==> config.mk <==
export PLATFORM = sky130hd
export DESIGN_NAME = io_port_ctrl
export DESIGN_NICKNAME = d
export VERILOG_FILES = /design/src/verilog/io_port_ctrl_dummy_guard.sv /design/src/verilog/io_port_pkg.sv /design/src/verilog/pulse_timer.sv /design/src/verilog/io_port_ctrl.sv
export SDC_FILE = /design/constraint.sdc
export NUM_CORES = 1
export LEC_CHECK = 0
export BUFFER_PORTS_ARGS = -buffer_cell sky130_fd_sc_hd__buf_4
export CORE_MARGIN = 5
export CORE_UTILIZATION = 45
export CTS_CLUSTER_SIZE = 12
export DETAILED_ROUTE_END_ITERATION = 10
export GPL_ROUTABILITY_DRIVEN = 0
export HOLD_SLACK_MARGIN = 0.12
export PLACE_DENSITY = 0.71
export SYNTH_ARGS = -nofsm -noshare
export SYNTH_HDL_FRONTEND = slang
export SYNTH_SLANG_ARGS = --single-unit
==> constraint.sdc <==
create_clock -name CLK -period 4.2 [get_ports CLK]
set_input_delay 0.84 -clock CLK [delete_from_list [all_inputs] [get_ports CLK]]
set_output_delay 0.84 -clock CLK [all_outputs]
set_load 0.005 [all_outputs]
==> src/verilog/io_port_ctrl_dummy_guard.sv <==
// Empty source file, holds no design unit
`timescale 1ns/1ps
`default_nettype none
`default_nettype wire

==> src/verilog/io_port_pkg.sv <==
// Constants and types shared by the digital I/O port controller
package io_port_pkg;

  // ==========================================================
  // Geometry and timing
  localparam int NUM_PORTS = 3;
  localparam int CLK_PERIOD_NS = 25;
  localparam int PULSE_STEP_MS = 20;
  localparam int NS_PER_MS = 1000000;
  localparam int PULSE_STEP_CYCLES = PULSE_STEP_MS * NS_PER_MS / CLK_PERIOD_NS;
  localparam int PULSE_CNT_W = 16;
  localparam logic [15:0] PULSE_DEFAULT = 16'h0019;

  // ==========================================================
  // Register byte addresses
  localparam int ADDR_W = 8;
  localparam logic [7:0] ADDR_CMD = 8'h00;
  localparam logic [7:0] ADDR_RESP = 8'h04;
  localparam logic [7:0] ADDR_MODE = 8'h08;
  localparam logic [7:0] ADDR_STATE = 8'h0C;

  // ==========================================================
  // Command word fields
  localparam int CMD_PORT_LSB = 0;
  localparam int CMD_KIND_BIT = 2;
  localparam int CMD_CODE_LSB = 3;
  localparam int CMD_CNT_LSB = 16;

  // Response word fields
  localparam int RESP_PORT_LSB = 0;
  localparam int RESP_STATE_BIT = 2;
  localparam int RESP_VALID_BIT = 3;
  localparam int RESP_ERR_BIT = 4;

  // State word fields
  localparam int STATE_LSB = 0;
  localparam int PULSE_ACT_LSB = 4;

  // ==========================================================
  // Encodings
  typedef enum logic [1:0] {
    MODE_IN = 2'h0,
    MODE_OUT = 2'h1,
    MODE_IN_PU = 2'h2,
    MODE_OUT_PU = 2'h3
  } io_mode_t;

  typedef enum logic [1:0] {
    FN_OFF = 2'h0,
    FN_ON = 2'h1,
    FN_TOGGLE = 2'h2,
    FN_PULSE = 2'h3
  } io_fn_t;

endpackage

==> src/verilog/pulse_timer.sv <==
// Per-port pulse timer counting 20 ms step ticks
`timescale 1ns/1ps
`default_nettype none

module pulse_timer #(
  parameter int CNT_W = io_port_pkg::PULSE_CNT_W
) (
  input wire logic clk,               // System clock
  input wire logic rst_n,             // Synchronous reset, active low
  input wire logic tick,              // One pulse per 20 ms step
  input wire logic start,             // Begin or restart a pulse
  input wire logic stop,              // Abort a running pulse
  input wire logic [CNT_W-1:0] count, // Steps, zero selects default
  output logic active,                // Pulse running
  output logic done                   // Pulse interval expired
);

  typedef struct packed {
    logic [CNT_W-1:0] cnt;
    logic act;
    logic done;
  } tmr_t;

  tmr_t r;
  tmr_t n;

  always_comb
  begin
    n = r;
    n.done = 1'b0;
    if (stop)
    begin
      n.act = 1'b0;
    end
    else if (start)
    begin
      n.act = 1'b1;
      n.cnt = (count == '0) ? CNT_W'(io_port_pkg::PULSE_DEFAULT) : count;
    end
    else if (r.act && tick)
    begin
      n.cnt = r.cnt - 1'b1;
      if (r.cnt == CNT_W'(1))
      begin
        n.act = 1'b0;
        n.done = 1'b1;
      end
    end
  end

  always_ff @(posedge clk)
  begin
    if (!rst_n)
    begin
      r <= '0;
    end
    else
    begin
      r <= n;
    end
  end

  assign active = r.act;
  assign done = r.done;

endmodule

`default_nettype wire

==> src/verilog/io_port_ctrl.sv <==
// Digital I/O port controller with APB register access
//
// Register access over APB and the register addresses were chosen for this implementation.
`timescale 1ns/1ps
`default_nettype none

module io_port_ctrl #(
  parameter int NUM_PORTS = io_port_pkg::NUM_PORTS,
  parameter int TICK_CYCLES = io_port_pkg::PULSE_STEP_CYCLES,
  parameter int CNT_W = io_port_pkg::PULSE_CNT_W
) (
  input wire logic CLK,                    // 40 MHz clock
  input wire logic RST_N,                  // Synchronous reset, active low
  input wire logic PSEL,                   // APB select
  input wire logic PENABLE,                // APB enable
  input wire logic PWRITE,                 // APB direction, high is write
  input wire logic [7:0] PADDR,            // APB byte address
  input wire logic [31:0] PWDATA,          // APB write data
  output logic [31:0] PRDATA,              // APB read data
  output logic PREADY,                     // APB ready
  output logic PSLVERR,                    // APB error, unmapped address
  input wire logic [NUM_PORTS-1:0] IO_IN,  // Port pin levels
  output logic [NUM_PORTS-1:0] IO_OUT,     // Port drive levels
  output logic [NUM_PORTS-1:0] IO_OE_N,    // Port drive enable, active low
  output logic [NUM_PORTS-1:0] PULLUP_EN   // Pull-up resistor enable
);

  localparam int TW = $clog2(TICK_CYCLES + 1);
  localparam logic [TW-1:0] TICK_LAST = TW'(TICK_CYCLES - 1);

  typedef struct packed {
    logic [NUM_PORTS-1:0][1:0] mode;
    logic [NUM_PORTS-1:0] state;
    logic [NUM_PORTS-1:0] saved;
    logic [NUM_PORTS-1:0] oe_n;
    logic [NUM_PORTS-1:0] pull;
    logic [1:0] resp_port;
    logic resp_state;
    logic resp_valid;
    logic resp_err;
    logic [31:0] prdata;
    logic [TW-1:0] tick_cnt;
  } ctrl_t;

  ctrl_t r;
  ctrl_t n;

  // Reset leaves every pin undriven and without pull-up
  localparam ctrl_t CTRL_RST = '{oe_n: '1, default: '0};
  localparam logic [1:0] PORT_NONE = 2'h0;

  logic tick;
  logic [NUM_PORTS-1:0] p_start;
  logic [NUM_PORTS-1:0] p_stop;
  logic [NUM_PORTS-1:0] p_active;
  logic [NUM_PORTS-1:0] p_done;
  logic [NUM_PORTS-1:0] is_out;
  logic [NUM_PORTS-1:0] view_state;
  logic cmd_wr;
  logic mapped;
  logic [1:0] cmd_port;
  logic cmd_is_mode;
  logic [1:0] cmd_code;
  logic [CNT_W-1:0] cmd_cnt;
  logic [NUM_PORTS-1:0] port_hit;
  logic port_none;
  logic to_input;
  logic [31:0] rd_word;

  // ==========================================================
  // Command word decode
  assign cmd_wr = PSEL && PENABLE && PWRITE
    && (PADDR == io_port_pkg::ADDR_CMD);
  assign cmd_port = PWDATA[io_port_pkg::CMD_PORT_LSB +: 2];
  assign cmd_is_mode = PWDATA[io_port_pkg::CMD_KIND_BIT];
  assign cmd_code = PWDATA[io_port_pkg::CMD_CODE_LSB +: 2];
  assign cmd_cnt = PWDATA[io_port_pkg::CMD_CNT_LSB +: CNT_W];
  assign tick = (r.tick_cnt == TICK_LAST);
  assign port_none = (cmd_port == PORT_NONE);
  assign to_input = (cmd_code == io_port_pkg::MODE_IN)
    || (cmd_code == io_port_pkg::MODE_IN_PU);

  assign mapped = (PADDR == io_port_pkg::ADDR_CMD)
    || (PADDR == io_port_pkg::ADDR_RESP)
    || (PADDR == io_port_pkg::ADDR_MODE)
    || (PADDR == io_port_pkg::ADDR_STATE);

  // ==========================================================
  // Per-port pulse timers and pin views
  genvar g;
  generate
    for (g = 0; g < NUM_PORTS; g++)
    begin : g_port
      assign is_out[g] = (r.mode[g] == io_port_pkg::MODE_OUT)
        || (r.mode[g] == io_port_pkg::MODE_OUT_PU);
      assign view_state[g] = is_out[g] ? r.state[g] : IO_IN[g];
      assign IO_OUT[g] = r.state[g];
      assign IO_OE_N[g] = r.oe_n[g];
      assign PULLUP_EN[g] = r.pull[g];

      // Command addressed to this port
      assign port_hit[g] = cmd_wr && (cmd_port == 2'(g + 1));

      pulse_timer #(
        .CNT_W(CNT_W)
      ) u_timer (
        .clk(CLK),
        .rst_n(RST_N),
        .tick(tick),
        .start(p_start[g]),
        .stop(p_stop[g]),
        .count(cmd_cnt),
        .active(p_active[g]),
        .done(p_done[g])
      );
    end
  endgenerate

  // ==========================================================
  // Next-state logic
  always_comb
  begin
    n = r;
    p_start = '0;
    p_stop = '0;
    n.tick_cnt = tick ? '0 : TW'(r.tick_cnt + 1'b1);

    // Expired pulse puts back the earlier level
    for (int i = 0; i < NUM_PORTS; i++)
    begin
      if (p_done[i])
      begin
        n.state[i] = r.saved[i];
      end
    end

    if (cmd_wr)
    begin
      n.resp_valid = 1'b1;
      n.resp_err = 1'b0;
      n.resp_port = cmd_port;
      if (port_none)
      begin
        n.resp_err = 1'b1;
      end
      for (int i = 0; i < NUM_PORTS; i++)
      begin
        if (port_hit[i])
        begin
          if (cmd_is_mode)
          begin
            n.mode[i] = cmd_code;
            if (to_input)
            begin
              p_stop[i] = 1'b1;
            end
            n.resp_state = n.state[i];
          end
          else if (!is_out[i])
          begin
            n.resp_err = 1'b1;
            n.resp_state = r.state[i];
          end
          else
          begin
            case (cmd_code)
              io_port_pkg::FN_OFF:
              begin
                n.state[i] = 1'b0;
                p_stop[i] = 1'b1;
              end
              io_port_pkg::FN_ON:
              begin
                n.state[i] = 1'b1;
                p_stop[i] = 1'b1;
              end
              io_port_pkg::FN_TOGGLE:
              begin
                n.state[i] = ~r.state[i];
                p_stop[i] = 1'b1;
              end
              io_port_pkg::FN_PULSE:
              begin
                // Restart keeps the level from before the first pulse
                if (!p_active[i])
                begin
                  n.saved[i] = r.state[i];
                  n.state[i] = ~r.state[i];
                end
                else
                begin
                  n.saved[i] = r.saved[i];
                  n.state[i] = r.state[i];
                end
                p_start[i] = 1'b1;
              end
              default:
              begin
                n.state[i] = r.state[i];
              end
            endcase
            n.resp_state = n.state[i];
          end
        end
      end
    end

    // Drive enable and pull-up registered from the next mode
    for (int i = 0; i < NUM_PORTS; i++)
    begin
      n.oe_n[i] = !((n.mode[i] == io_port_pkg::MODE_OUT)
        || (n.mode[i] == io_port_pkg::MODE_OUT_PU));
      n.pull[i] = (n.mode[i] == io_port_pkg::MODE_IN_PU)
        || (n.mode[i] == io_port_pkg::MODE_OUT_PU);
    end

    // Read data captured in the setup cycle
    if (PSEL && !PENABLE && !PWRITE)
    begin
      n.prdata = rd_word;
    end
  end

  // ==========================================================
  // Register read view
  always_comb
  begin
    rd_word = '0;
    case (PADDR)
      io_port_pkg::ADDR_RESP:
      begin
        rd_word[io_port_pkg::RESP_PORT_LSB +: 2] = r.resp_port;
        rd_word[io_port_pkg::RESP_STATE_BIT] = r.resp_state;
        rd_word[io_port_pkg::RESP_VALID_BIT] = r.resp_valid;
        rd_word[io_port_pkg::RESP_ERR_BIT] = r.resp_err;
      end
      io_port_pkg::ADDR_MODE:
      begin
        rd_word[2*NUM_PORTS-1:0] = r.mode;
      end
      io_port_pkg::ADDR_STATE:
      begin
        rd_word[io_port_pkg::STATE_LSB +: NUM_PORTS] = view_state;
        rd_word[io_port_pkg::PULSE_ACT_LSB +: NUM_PORTS] = p_active;
      end
      default:
      begin
        rd_word = '0;
      end
    endcase
  end

  // ==========================================================
  // State register
  always_ff @(posedge CLK)
  begin
    if (!RST_N)
    begin
      r <= CTRL_RST;
    end
    else
    begin
      r <= n;
    end
  end

  // ==========================================================
  // APB answer, zero wait states
  assign PRDATA = r.prdata;
  assign PREADY = 1'b1;
  assign PSLVERR = PSEL && PENABLE && !mapped;

endmodule

`default_nettype wire

* Word level (Yosys, flattened, before mapping)
Cells that the tools add are included.
** Word-level totals
- Flip-flop bits (word level) :: 104
- Bits in latches :: 0
- Memory bits (writable) :: 0
- Memory bits (read-only) :: 0
- Word-level logic and storage cells :: 230
- Memories kept :: 0
** Cells by class
- $add $sub $neg :: 4
- $mul :: 0
- Divide/modulo/power cells :: 0
- Order comparisons :: 0
- Equal/unequal tests :: 28
- Shift-type cells :: 0
- Mux-type cells :: 100
- Bitwise operators :: 14
- Reductions and logical operators :: 60
** Operator list (count)
- $mux W1 :: 74
- $mux W18 :: 3
- $mux W17 :: 3
- $eq A16 B1 Y1 const B :: 3
- $sub A16 B1 Y16 const B :: 3
- $eq A2 B2 Y1 const B :: 13
- $add A20 B1 Y20 const B :: 1
- $eq A20 B20 Y1 const B :: 1
- $mux W2 :: 9
- $reduce_and A6 Y1 :: 3
- $eq A2 B1 Y1 const B :: 8
- $eq A8 B4 Y1 const B :: 2
- $logic_not A16 Y1 :: 1
- $mux W16 :: 1
- $not A1 Y1 :: 14
- $reduce_and A2 Y1 :: 7
- $logic_or A1 B1 Y1 :: 13
- $logic_and A1 B1 Y1 :: 12
- $mux W12 :: 1
- $pmux W1 S4 :: 3
- $reduce_bool A2 Y1 :: 6
- $reduce_or A4 Y1 :: 3
- $pmux W3 S3 :: 1
- $eq A8 B3 Y1 const B :: 1
- other kinds (9) :: 20

* Logic depth before layout (Yosys ltp)
Gate-level depths: netlist of run 1.
- Depth after elaboration :: 11
- Depth in mapped cells :: 9
- Depth with buffers taken out :: 8

* Modules after synthesis
A second synthesis of run 1 with hierarchy kept.
** Unflattened totals
- Cell total of the unflattened synthesis :: 812
- Area total of the unflattened synthesis :: 6677.7 µm²
** Modules (own cells, without submodules)
- pulse_timer :: instances 3, cells an instance 155, area each 1219.9 µm², seq. area each 360.3 µm²
- io_port_ctrl :: instances 1, cells an instance 347, area each 3017.9 µm², seq. area each 1001.0 µm²

* Least setup slack after synthesis of run 1
No wires, ideal clock.
- Kind :: input -> register
- Start :: input port PADDR[2]
- End :: register g_port[2].u_timer.r[2] (netlist name)
- Data arrival time :: 2.508 ns
- Path slack :: 1.573 ns
- Stages :: 7
- Path buffers :: 2
- Path through :: buf_2 > nor4bb_1 > nand4_1 > nor3_1 > clkbuf_1 > nor4_1 > o31a_1
** Between the ends
- Word-level cells in the longest chain between the ends :: 7
- Elaborated cells between the ends (all ways) :: 11
- Classes of those cells :: mux: 5; bitwise: 1; reduce/logical: 5
** RTL lines
- from (decl) :: line io_port_ctrl.sv:17 : input wire logic [7:0] PADDR,
- $logic_not A8 Y1 (*) :: line io_port_ctrl.sv:73 : && (PADDR == io_port_pkg::ADDR_CMD);
- $logic_and A1 B1 Y1 (*) :: line io_port_ctrl.sv:73
- $logic_and A1 B1 Y1 :: line io_port_ctrl.sv:102 : assign port_hit[g] = cmd_wr && (cmd_port == 2'(g + 1));
- $mux W1 :: line io_port_ctrl.sv:148 : if (port_hit[i])
- $mux W3 :: line io_port_ctrl.sv:137 : if (cmd_wr)
- $reduce_bool A2 Y1 (no source line) / $not A1 Y1 (equally long branches)
- $reduce_and A2 Y1 (no source line)
- to (signal assigned) :: line pulse_timer.sv:59 : r <= n;
- to (decl) :: line pulse_timer.sv:24 : tmr_t r;
Mark *: on every way between the ends. The rest lies on a longest branch, timed or not.
A chain may end at the register's enable or synchronous reset.

* Worst setup path after layout of run 1
- Start :: input port PADDR[1]
- End :: register g_port[0].u_timer.r[8] (netlist name)
** Between the ends
- Word-level cells in the longest chain between the ends :: 7
- Elaborated cells between the ends (all ways) :: 11
- Classes of those cells :: mux: 5; bitwise: 1; reduce/logical: 5
** RTL lines (line)
- $logic_not A8 Y1 (*) :: io_port_ctrl.sv:73
- $logic_and A1 B1 Y1 (*) :: io_port_ctrl.sv:73
- $logic_and A1 B1 Y1 :: io_port_ctrl.sv:102
- $mux W1 :: io_port_ctrl.sv:148
- $mux W3 :: io_port_ctrl.sv:137
- $reduce_bool A2 Y1 (no source line) / $not A1 Y1 (equally long branches)
- $reduce_and A2 Y1 (no source line)
- to (signal assigned) :: pulse_timer.sv:59
- to (decl) :: pulse_timer.sv:24
Marks and branches as above.

==> summary.txt, run 1 <==
Timing
  • Post-layout min period: 3.00 ns
  • Endpoints failing setup: 0
  • RSZ-0062 raised after global routing: false
  • Slew @ Worst Pin: 0.765 ns
  • Clock Skews: 0.00768 ns
  • Final setup TNS: 0 ns
  • FMAX: 334 MHz
  • Final period util: between 70% and 80%
  • Final number of hold-violating endpoints: 0
  • Slew Viols, Final: 0
  • Worst slew margin: 48.5%

Clocking
  • CTS resizes: 0
  • CTS clk-pin slew, worst paths: 0.07 ns
  • # hold bufs at CTS: 0
  • CTS tree: yes
  • H-tree Lvls: 3
  • Sink Count: 104
  • # Post-CTS Setup Buffers: 0
  • Clock Tree Root: clkbuf_16
  • TritonCTS Buffers: 9
  • Worst skew pair latency: ~0.36 ns
  • Buffers from clock root to sink, at most: 2

Global routing
  • GRT Residual Overflow: 0
  • Largest net degree at the start of global routing: 70
  • Met3 Usage GRT: just over 4%
  • M2 GR Usage: 32.3%
  • Initial antenna violation count: 0
  • First-pass GRT wire length: between 20000 and 30000 µm
  • Total GRT Usage: 21.0%
  • M1 GR Usage: 28.5%
  • Gr busiest metal: met2
  • Number of global-route vias before repair: 5419

Cells and area
  • Most common cell after layout, fill and taps aside: dfxtp_1
  • Commonest non-fill, non-tap cells in the layout: 104 x dfxtp_1, 76 x nor2_1, 72 x o21ai_0, 61 x buf_4, 55 x nand2_1
  • # nets final: around 870
  • Fill cells: 1330
  • Syn-to-layout area delta: 10.2%
  • Utilization after layout: 51.1%
  • Share of layout cells above drive strength 1: 11.2%
  • Ant diodes: 0

Pwr
  • Power density over cell area: 301 nW/µm²
  • Maximum VDD drop: 0.183 mV
  • Leakage Power: 2.62 nW

Synthesis
  • Yosys reg bits: ~100
  • Async set-or-reset flop fraction in the synthesized netlist: 0%
  • Synth warn: 0
  • Mapped Cells: 795
  • Cell variety after synth: between 60 and 70
  • Sequential-to-total area share from yosys stat: about a third
  • Synthesized area per cell: 7.78 µm²
  • Ys flop type: dfxtp_1
  • Post-synth EDFFs: 0
  • Synthesized area: 6180 µm²

Place
  • Port Buffers: 53
  • Detailed Place HPWL: 12300 µm

Floorplan
  • Chip width: 127 µm
  • Die H: 127 µm
  • Core area: 13300 µm²
  • # rows: 42
  • Initial core utilization: 46.3%
  • Die ar.: ~16000 µm²
  • Io pins: 91

Status
  • Outcome: finished, final reports clean

Detailed routing
  • Via count: 5962
  • DR pass1 iterations: 5
  • Drt drc: 0
  • Drt wl/cell: 17.3 µm
  • Antenna Violating Nets Remaining: 0
  • DR vias/cell: around 6
  • Total wire length: 17100 µm
  • DRT iter0 DRCs: 679

Critical path
  • Critical path's largest stage delay: 0.75 ns
  • CP max stage cell: or3_1
  • Cells along the critical path: buf_4 -> nor4_2 -> nand4_1 -> or3_1 -> a21boi_2 -> o21ai_0 -> a21oi_1
  • Crit path DAT: ~3.2 ns
  • Worst Setup SP: PADDR[1]
  • Largest delay share family, worst path: simple AND/OR/NAND/NOR gates
  • Crit path buffers/inverters: 1
  • CP required: 4.42 ns
  • Kind of end point of the critical path: flip-flop
  • R2R Path Start: r[18]
  • Reg2reg setup slack: approximately 1.5 ns
  • WS Path Type: input pin to flip-flop
  • CP Launch Type: input pin
  • Critical path fanouts, max: 13

Hold path
  • Hold wc startpoint: r[56]
  • Hold Path Class: flip-flop to flip-flop

Run
  • Max Cap Viol: 0
==> metrics by stage <==
| step | instances | instance area, µm² | hold slack, ns | setup slack [ns] | power [mW] |
|---|---|---|---|---|---|
| after global placement | 975 | 6480 | 0.441 | 0.914 | 1.12 |
| after floorplan | 819 | 6270 | 0.430 | 1.57 | 1.08 |
| after CTS | 991 | 6820 | 0.462 | 1.28 | 2.06 |
| after detailed placement | 975 | 6480 | 0.452 | 0.959 | 1.12 |
| after global routing | 991 | 6820 | 0.489 | 1.08 | 2.12 |
| final | 991 | 6820 | 0.459 | 1.20 | 2.05 |
==> worst paths after layout <==
| kind | to | depth (start not counted) |
|---|---|---|
| worst max-delay path | g_port[0].u_timer.r[8] | 7 |
| worst min-delay path | r[56] | 2 |
| worst max register to register | g_port[0].u_timer.r[13] | 6 |
| worst min register to register | r[56] | 2 |
==> kinds of logic (layout without fill, tap and decap cells) <==
group	count (synthesis)	after routing	share of synthesized area [%]
AOI/OAI and AO/OA	212	212	20.8
other	2	26	0.121
adders and majority gates	7	7	1.42
and+or+nand+nor	324	324	28.1
xor gates and xnor gates	32	32	4.53
buffers and inverters	97	93	8.60
muxes	17	17	2.77
DFF	104	104	33.7
==> final cells by class <==
class | instances | area (µm²) | area share (%)
Timing Repair Buffer | 61 | 458 | 6.72
Tap cell | 176 | 220 | 3.23
Multi-Input combinational cell | 618 | 3660 | 53.7
Sequential cell | 104 | 2080 | 30.5
Inverter | 16 | 60.1 | 0.881
Clock buffer | 14 | 274 | 4.02
Clock inverter | 2 | 60.1 | 0.881
==> sequential cells by signal, indices dropped and copies added, names as in the netlist <==
register / cells
IO_OE_N: 3
IO_OUT: 3
PULLUP_EN: 3
g_port.u_timer.r: 48
PRDATA: 7
g_port.u_timer.active: 3
g_port.u_timer.done: 3
r: 34
==> tightest hold or removal path, cell delays in order (launching register included) <==
cell and delay, ns:
dfxtp_1 0.31, nand2_1 0.05, a21oi_1 0.05
==> Yosys cell counts (3+ instances only) <==
master | number | share of area (%)
mux2i_1 | 16 | 2.6
o21a_1 | 6 | 0.73
nand4_1 | 11 | 1.1
o21ai_0 | 72 | 5.8
nand2b_1 | 8 | 0.81
ha_1 | 7 | 1.4
nor2_1 | 76 | 4.6
or3_1 | 11 | 1.1
nand3_1 | 31 | 2.5
nand4b_1 | 4 | 0.57
nor4_1 | 22 | 2.2
a22oi_1 | 9 | 1.1
buf_2 | 5 | 0.40
xnor2_1 | 15 | 2.1
inv_1 | 16 | 0.97
a221oi_1 | 3 | 0.42
xor2_1 | 17 | 2.4
or4_1 | 9 | 1.1
dfxtp_1 | 104 | 34
buf_4 | 43 | 5.2
clkbuf_1 | 32 | 1.9
a31oi_1 | 10 | 1.0
and3_1 | 18 | 1.8
o22ai_1 | 17 | 1.7
o311a_1 | 3 | 0.49
and2_1 | 9 | 0.91
or2_2 | 3 | 0.30
o41ai_1 | 4 | 0.57
nand2_1 | 55 | 3.3
a21oi_1 | 54 | 4.4
nor3_1 | 32 | 2.6
and4_1 | 4 | 0.57
nor2b_1 | 15 | 1.5
o211ai_1 | 12 | 1.5
==> where the power goes <==
group          switching (mW)  total (mW)  internal [mW]
clock                   0.377       0.949          0.572
combinational          0.0745       0.113         0.0385
sequential            0.00237       0.990          0.988
==> routing by layer <==
layer	vias to the layer above	part of all wire (%)
met5	-	0
met4	0	3.0
li1	2879	-
met3	37	8.6
met2	257	45
met1	2789	44
(Power assumes the default switching activity.)
==> inputs of run 2 (changes only) <==
--- a/config.mk
+++ b/config.mk
@@ -12,7 +12,7 @@
 export DETAILED_ROUTE_END_ITERATION = 10
 export GPL_ROUTABILITY_DRIVEN = 0
 export HOLD_SLACK_MARGIN = 0.12
-export PLACE_DENSITY = 0.71
+export PLACE_DENSITY = 0.74
 export SYNTH_ARGS = -nofsm -noshare
 export SYNTH_HDL_FRONTEND = slang
 export SYNTH_SLANG_ARGS = --single-unit
==> constraint.sdc (replaced) <==
create_clock -name CLK -period 2.5 [get_ports CLK]
set_input_delay 0.5 -clock CLK [delete_from_list [all_inputs] [get_ports CLK]]
set_output_delay 0.5 -clock CLK [all_outputs]
set_load 0.005 [all_outputs]
==> summary.txt, run 2 (synthesis results as in run 1) <==
Run
  • Max Cap Viol: 0 (unchanged)

Place
  • Port Buffers: 53 (unchanged)
  • Placed Cells: 1017 (+4.3%)
  • Detailed Place HPWL: 12900 µm (+5.2%)

Critical path
  • Critical path fanouts, max: 6 (-7)
  • CP Launch Type: flip-flop
  • CP max stage cell: or4_4
  • CP required: 2.75 ns (-1.67 ns)
  • RR Endpoint: g_port[2].u_timer.r[17]
  • WS Path Type: flip-flop to flip-flop
  • R2R Path Start: r[17]
  • FF-to-FF path depth: 7 (+1)
  • Critical path's largest stage delay: 0.59 ns (-0.16 ns)
  • Kind of end point of the critical path: flip-flop
  • Reg2reg setup slack: 0.19 ns (-1.35 ns)
  • Crit path DAT: 2.56 ns (-0.66 ns)
  • Cells along the critical path: or4_4 -> nor4_4 -> buf_4 -> nand3_2 -> or4_1 -> a21oi_1 -> o22ai_1

Pwr
  • Power density over cell area: 466 nW/µm² (+55%)
  • Maximum VDD drop: 0.308 mV (+68%)
  • Leakage Power: 2.80 nW (+7.0%)
  • Overall Power: 3.30 mW (+61%)

Clocking
  • Buffers from clock root to sink, at most: 2 (unchanged)
  • Worst skew pair latency: 0.36 ns (about the same)
  • # hold bufs at CTS: 0 (unchanged)
  • Sink Count: 104 (unchanged)
  • H-tree Lvls: 3 (unchanged)
  • Clock Tree Root: clkbuf_16
  • TritonCTS Buffers: 9 (unchanged)
  • CTS tree: yes
  • CTS clk-pin slew, worst paths: 0.07 ns (about the same)

Floorplan
  • Die H: 127 µm (unchanged)
  • # rows: 42 (unchanged)
  • Initial core utilization: 46.3% (unchanged)
  • Io pins: 91 (unchanged)
  • Core area: 13300 µm² (unchanged)
  • Chip width: 127 µm (unchanged)
  • Die ar.: 16200 µm² (unchanged)

Global routing
  • Number of global-route vias before repair: 5447 (+0.52%)
  • First-pass GRT wire length: 28300 µm (+2.0%)
  • Initial antenna violation count: 0 (unchanged)
  • GRT Residual Overflow: 0 (unchanged)
  • Total GRT Usage: 21.6% (+0.60 points)
  • Largest net degree at the start of global routing: 33 (-53%)

Timing
  • Final number of hold-violating endpoints: 0 (unchanged)
  • Final setup TNS: 0 ns (unchanged)
  • Slew Viols, Final: 0 (unchanged)
  • Clock Skews: 0.00697 ns (-0.000712 ns)
  • FMAX: 433 MHz
  • Final period util: 92.5%
  • Worst slew margin: 56.5% (+8.0 points)
  • Worst hold slack: 0.426 ns (-0.0332 ns)
  • Post-layout min period: approximately 2.3 ns
  • Slew @ Worst Pin: 0.646 ns (-0.119 ns)
  • Endpoints failing setup: 0 (unchanged)

Cells and area
  • Largest Register: g_port.u_timer.r
  • Utilization after layout: 53.1% (+2.1 points)
  • Syn-to-layout area delta: 14.7%
  • FF+latch area: 2080 µm² (unchanged)
  • Ant diodes: 0 (unchanged)
  • Number of flip-flops under the largest register name: 48 (unchanged)
  • # nets final: 908 (+5.0%)
  • Finished Layout Cells: 1033 (+4.2%)
  • Fill cells: 1295 (-2.6%)
  • Multi-input logic area: 3660 µm² (unchanged)
  • Commonest non-fill, non-tap cells in the layout: 104 x dfxtp_1, 104 x buf_4, 76 x nor2_1, 72 x o21ai_0, 55 x nand2_1
  • Share of layout cells above drive strength 1: 15.5% (+4.4 points)

Detailed routing
  • Drt drc: 0 (unchanged)
  • Drt wl/cell: 17.0 µm (-1.6%)
  • DRT iter0 DRCs: 629 (-7.4%)
  • Antenna Violating Nets Remaining: 0 (unchanged)
  • DR vias/cell: 5.87 (-2.4%)
  • DR pass1 iterations: 5 (unchanged)
  • Total wire length: 17500 µm (+2.6%)
  • Via count: 6063 (+1.7%)

Hold path
  • Hold wc startpoint: PWDATA[0]
  • Hold worst-path end: r[54]
  • Hold Path Class: input pin to flip-flop
  • Worst Hold Depth: 2 (unchanged)

Status
  • Outcome: finished, final reports clean
run 2: critical path: cells and delay by family (launching register included):
kind            cells  cell delay, ns
compound gates      2            0.24
simple gates        4            1.42
flops               1            0.35
buf+inv             1            0.19
run 2: per-layer routing:
layer  track usage (%)  vias to the layer above  wire length [µm]
met5                 0                        -                 0
met4              9.65                        0               506
met3              3.84                       31              1550
met2              33.1                      268              7700
met1              29.7                     2805              7780
li1                  -                     2959                 -
run 2: worst max path at each step:
stage                     startpoint  cells after the start                       to  slack, ns
after floorplan             PADDR[2]                      7   g_port[2].u_timer.r[2]       0.21
after global placement      PADDR[2]                     10   g_port[2].u_timer.r[7]       0.02
after detailed placement    PADDR[1]                      9  g_port[0].u_timer.r[11]       0.01
after CTS                      r[17]                      6  g_port[0].u_timer.r[14]       0.17
after global routing           r[11]                      6  g_port[0].u_timer.r[14]     -0.006
final                          r[17]                      7  g_port[2].u_timer.r[17]       0.19
run 2: stage by stage:
stage	cell area, µm²	setup WS [ns]
2_1_floorplan	6270	0.213
3_3_place_gp	6800	0.0237
3_5_place_dp	6800	0.0123
4_1_cts	7090	0.173
5_1_grt	7090	-0.00636
6_report	7090	0.188
run 2: final cells by class:
cell class                      instances  area share, %
Tap cell                              176           3.10
Timing Repair Buffer                  104           11.0
Inverter                               16          0.847
Multi-Input combinational cell        618           51.6
Clock buffer                           12           3.48
Sequential cell                       104           29.4
Clock inverter                          3          0.600
run 2: power by group:
group          internal (mW)  leakage [nW]  switching (mW)  total (mW)
combinational         0.0734          1.82           0.130       0.203
clock                  0.798         0.139           0.640        1.44
sequential              1.66         0.838         0.00396        1.66
total                   2.53          2.80           0.774        3.30
run 2: repair_timing:
| action | 4_1_cts | 5_1_grt |
|---|---|---|
| resized for setup | 0 | 0 |
| setup endpoints to repair | 0 | 1 |
| setup buffers | 0 | 1 |
==> inputs of run 3 (changes only) <==
--- a/config.mk
+++ b/config.mk
@@ -8,6 +8,7 @@
 export BUFFER_PORTS_ARGS = -buffer_cell sky130_fd_sc_hd__buf_4
 export CORE_MARGIN = 5
 export CORE_UTILIZATION = 45
+export CTS_BUF_LIST = sky130_fd_sc_hd__clkbuf_4
 export CTS_CLUSTER_SIZE = 12
 export DETAILED_ROUTE_END_ITERATION = 10
 export GPL_ROUTABILITY_DRIVEN = 0
==> constraint.sdc (replaced) <==
create_clock -name CLK -period 2.5 [get_ports CLK]
set_input_delay 0.5 -clock CLK [delete_from_list [all_inputs] [get_ports CLK]]
set_output_delay 0.5 -clock CLK [all_outputs]
set_load 0.01 [all_outputs]
==> summary.txt, run 3 (synthesis results as in run 1) <==
Critical path
  • Worst Setup SP: r[11]
  • CP max stage cell: or4bb_1
  • Kind of end point of the critical path: flip-flop
  • Worst Setup EP: g_port[0].u_timer.r[14]
  • WS Path Type: flip-flop to flip-flop
  • Critical path fanouts, max: 5 (-1)
  • Crit path DAT: 2.74 ns (+0.18 ns)
  • Cells along the critical path: or4bb_1 -> nor4_4 -> nand3_1 -> o41ai_1 -> a21oi_1 -> nor3_1
  • Critical path's largest stage delay: 0.61 ns (+0.02 ns)
  • Reg2reg setup slack: 0.20 ns (about the same)
  • CP Launch Type: flip-flop
  • CP required: 2.94 ns (+0.19 ns)
  • FF-to-FF path depth: 6 (-1)
  • RR Endpoint: g_port[0].u_timer.r[14]
  • R2R Path Start: r[11]

Clocking
  • TritonCTS Buffers: 9 (unchanged)
  • Buffers from clock root to sink, at most: 2 (unchanged)
  • H-tree Lvls: 3 (unchanged)
  • Worst skew pair latency: 0.50 ns (+0.14 ns)
  • Sink Count: 104 (unchanged)
  • # Post-CTS Setup Buffers: 0 (unchanged)
  • CTS resizes: 0 (unchanged)
  • CTS clk-pin slew, worst paths: 0.15 ns (+0.08 ns)
  • CTS tree: yes
  • # hold bufs at CTS: 0 (unchanged)
  • Clock Tree Root: clkbuf_4

Global routing
  • M2 GR Usage: 32.4% (-0.72 points)
  • Initial antenna violation count: 1 (+1)
  • M1 GR Usage: 29.3% (-0.36 points)
  • Largest net degree at the start of global routing: 33 (unchanged)
  • Gr busiest metal: met2
  • Number of global-route vias before repair: 5385 (-1.1%)
  • First-pass GRT wire length: 27800 µm (-1.8%)
  • GRT Residual Overflow: 0 (unchanged)
  • Met3 Usage GRT: 3.51% (-0.33 points)
  • Total GRT Usage: 21.2% (-0.40 points)

Detailed routing
  • DRT iter0 DRCs: 592 (-5.9%)
  • Via count: 6028 (-0.58%)
  • Total wire length: 17300 µm (-1.3%)
  • Drt drc: 0 (unchanged)
  • DR pass1 iterations: 5 (unchanged)
  • Antenna Violating Nets Remaining: 0 (unchanged)
  • Drt wl/cell: 16.7 µm (-1.4%)
  • DR vias/cell: 5.83 (-0.67%)

Timing
  • Final setup margin: 0.197 ns (+0.00927 ns)
  • Worst slew margin: 56.4% (-0.11 points)
  • Final setup TNS: 0 ns (unchanged)
  • Slew Viols, Final: 0 (unchanged)
  • RSZ-0062 raised after global routing: false
  • Final period util: 92.1% (-0.37 points)
  • Slew @ Worst Pin: 0.648 ns (+0.00166 ns)
  • Clock Skews: 0.0154 ns (+0.00847 ns)
  • Endpoints failing setup: 0 (unchanged)
  • Final number of hold-violating endpoints: 0 (unchanged)
  • FMAX: 434 MHz (+0.40%)
  • Post-layout min period: 2.30 ns (-0.00927 ns)

Floorplan
  • Die H: 127 µm (unchanged)
  • Initial core utilization: 46.3% (unchanged)
  • Core area: 13300 µm² (unchanged)
  • Chip width: 127 µm (unchanged)
  • # rows: 42 (unchanged)
  • Die ar.: 16200 µm² (unchanged)
  • Io pins: 91 (unchanged)

Cells and area
  • Number of flip-flops under the largest register name: 48 (unchanged)
  • Syn-to-layout area delta: 12.1%
  • Share of layout cells above drive strength 1: 15.6% (+0.12 points)
  • # nets final: 908 (unchanged)
  • Largest Register: g_port.u_timer.r
  • Commonest non-fill, non-tap cells in the layout: 104 x dfxtp_1, 104 x buf_4, 76 x nor2_1, 72 x o21ai_0, 55 x nand2_1

Run
  • Max Cap Viol: 0 (unchanged)

Pwr
  • Maximum VDD drop: 0.169 mV (-45%)
  • Power density over cell area: 399 nW/µm² (-14%)
  • Overall Power: 2.77 mW (-16%)
  • Leakage Power: 2.73 nW (-2.4%)

Place
  • Port Buffers: 53 (unchanged)
  • Detailed Place HPWL: 12900 µm (unchanged)
  • Place WS: 0.0123 ns (unchanged)

Hold path
  • Hold Path Class: input pin to flip-flop

Status
  • Outcome: finished, final reports clean
run 3: cell count changes in the layout (fill, tap and decap cells not counted), sizes merged:
cell	change
clkbuf	-1
clkinv	+1
diode	+1
run 3: how the worst min path moves through the flow:
stage	startpoint	end	slack (ns)	cells past startpoint
3_5_place_dp	r[56]	r[56]	0.44	2
4_1_cts	PWDATA[0]	r[54]	0.23	2
5_1_grt	PWDATA[0]	r[54]	0.28	2
2_1_floorplan	r[0]	r[0]	0.43	1
6_report	PWDATA[0]	r[54]	0.26	2
3_3_place_gp	r[56]	r[56]	0.44	2
run 3: metrics by stage:
| step | utilization [%] | cells | cell area, µm² | hold slack, ns |
|---|---|---|---|---|
| 2_1_floorplan | - | 819 | 6270 | 0.430 |
| 3_3_place_gp | 50.9 | 1017 | 6800 | 0.439 |
| 3_5_place_dp | 50.9 | 1017 | 6800 | 0.444 |
| 4_1_cts | 51.9 | 1032 | 6930 | 0.232 |
| 5_1_grt | 52.0 | 1034 | 6940 | 0.284 |
| 6_report | 52.0 | 1034 | 6940 | 0.263 |
run 3: metal layers:
layer,wire (µm),up-vias
met5,0,-
met4,514,0
met3,1540,34
met2,7560,253
met1,7690,2778
li1,-,2963
run 3: cell type report:
| class | instances | area (µm²) |
|---|---|---|
| Antenna cell | 1 | 2.50 |
| Fill cell | 1332 | 6410 |
| Clock buffer | 11 | 82.6 |
| Clock inverter | 4 | 46.3 |
| Sequential cell | 104 | 2080 |
| Multi-Input combinational cell | 618 | 3660 |
| Timing Repair Buffer | 104 | 781 |
| Tap cell | 176 | 220 |
| Inverter | 16 | 60.1 |
run 3: critical path: cells and delay by family (launching register included):
kind	cells	cell delay, ns
and+or+nand+nor	4	1.39
DFF	1	0.37
AOI/OAI and AO/OA	2	0.49
run 3: report_power, final:
part	switching [mW]	internal (mW)	total (mW)
registers	0.00400	1.66	1.67
clock network	0.572	0.318	0.890
logic	0.137	0.0734	0.211
total	0.713	2.05	2.77
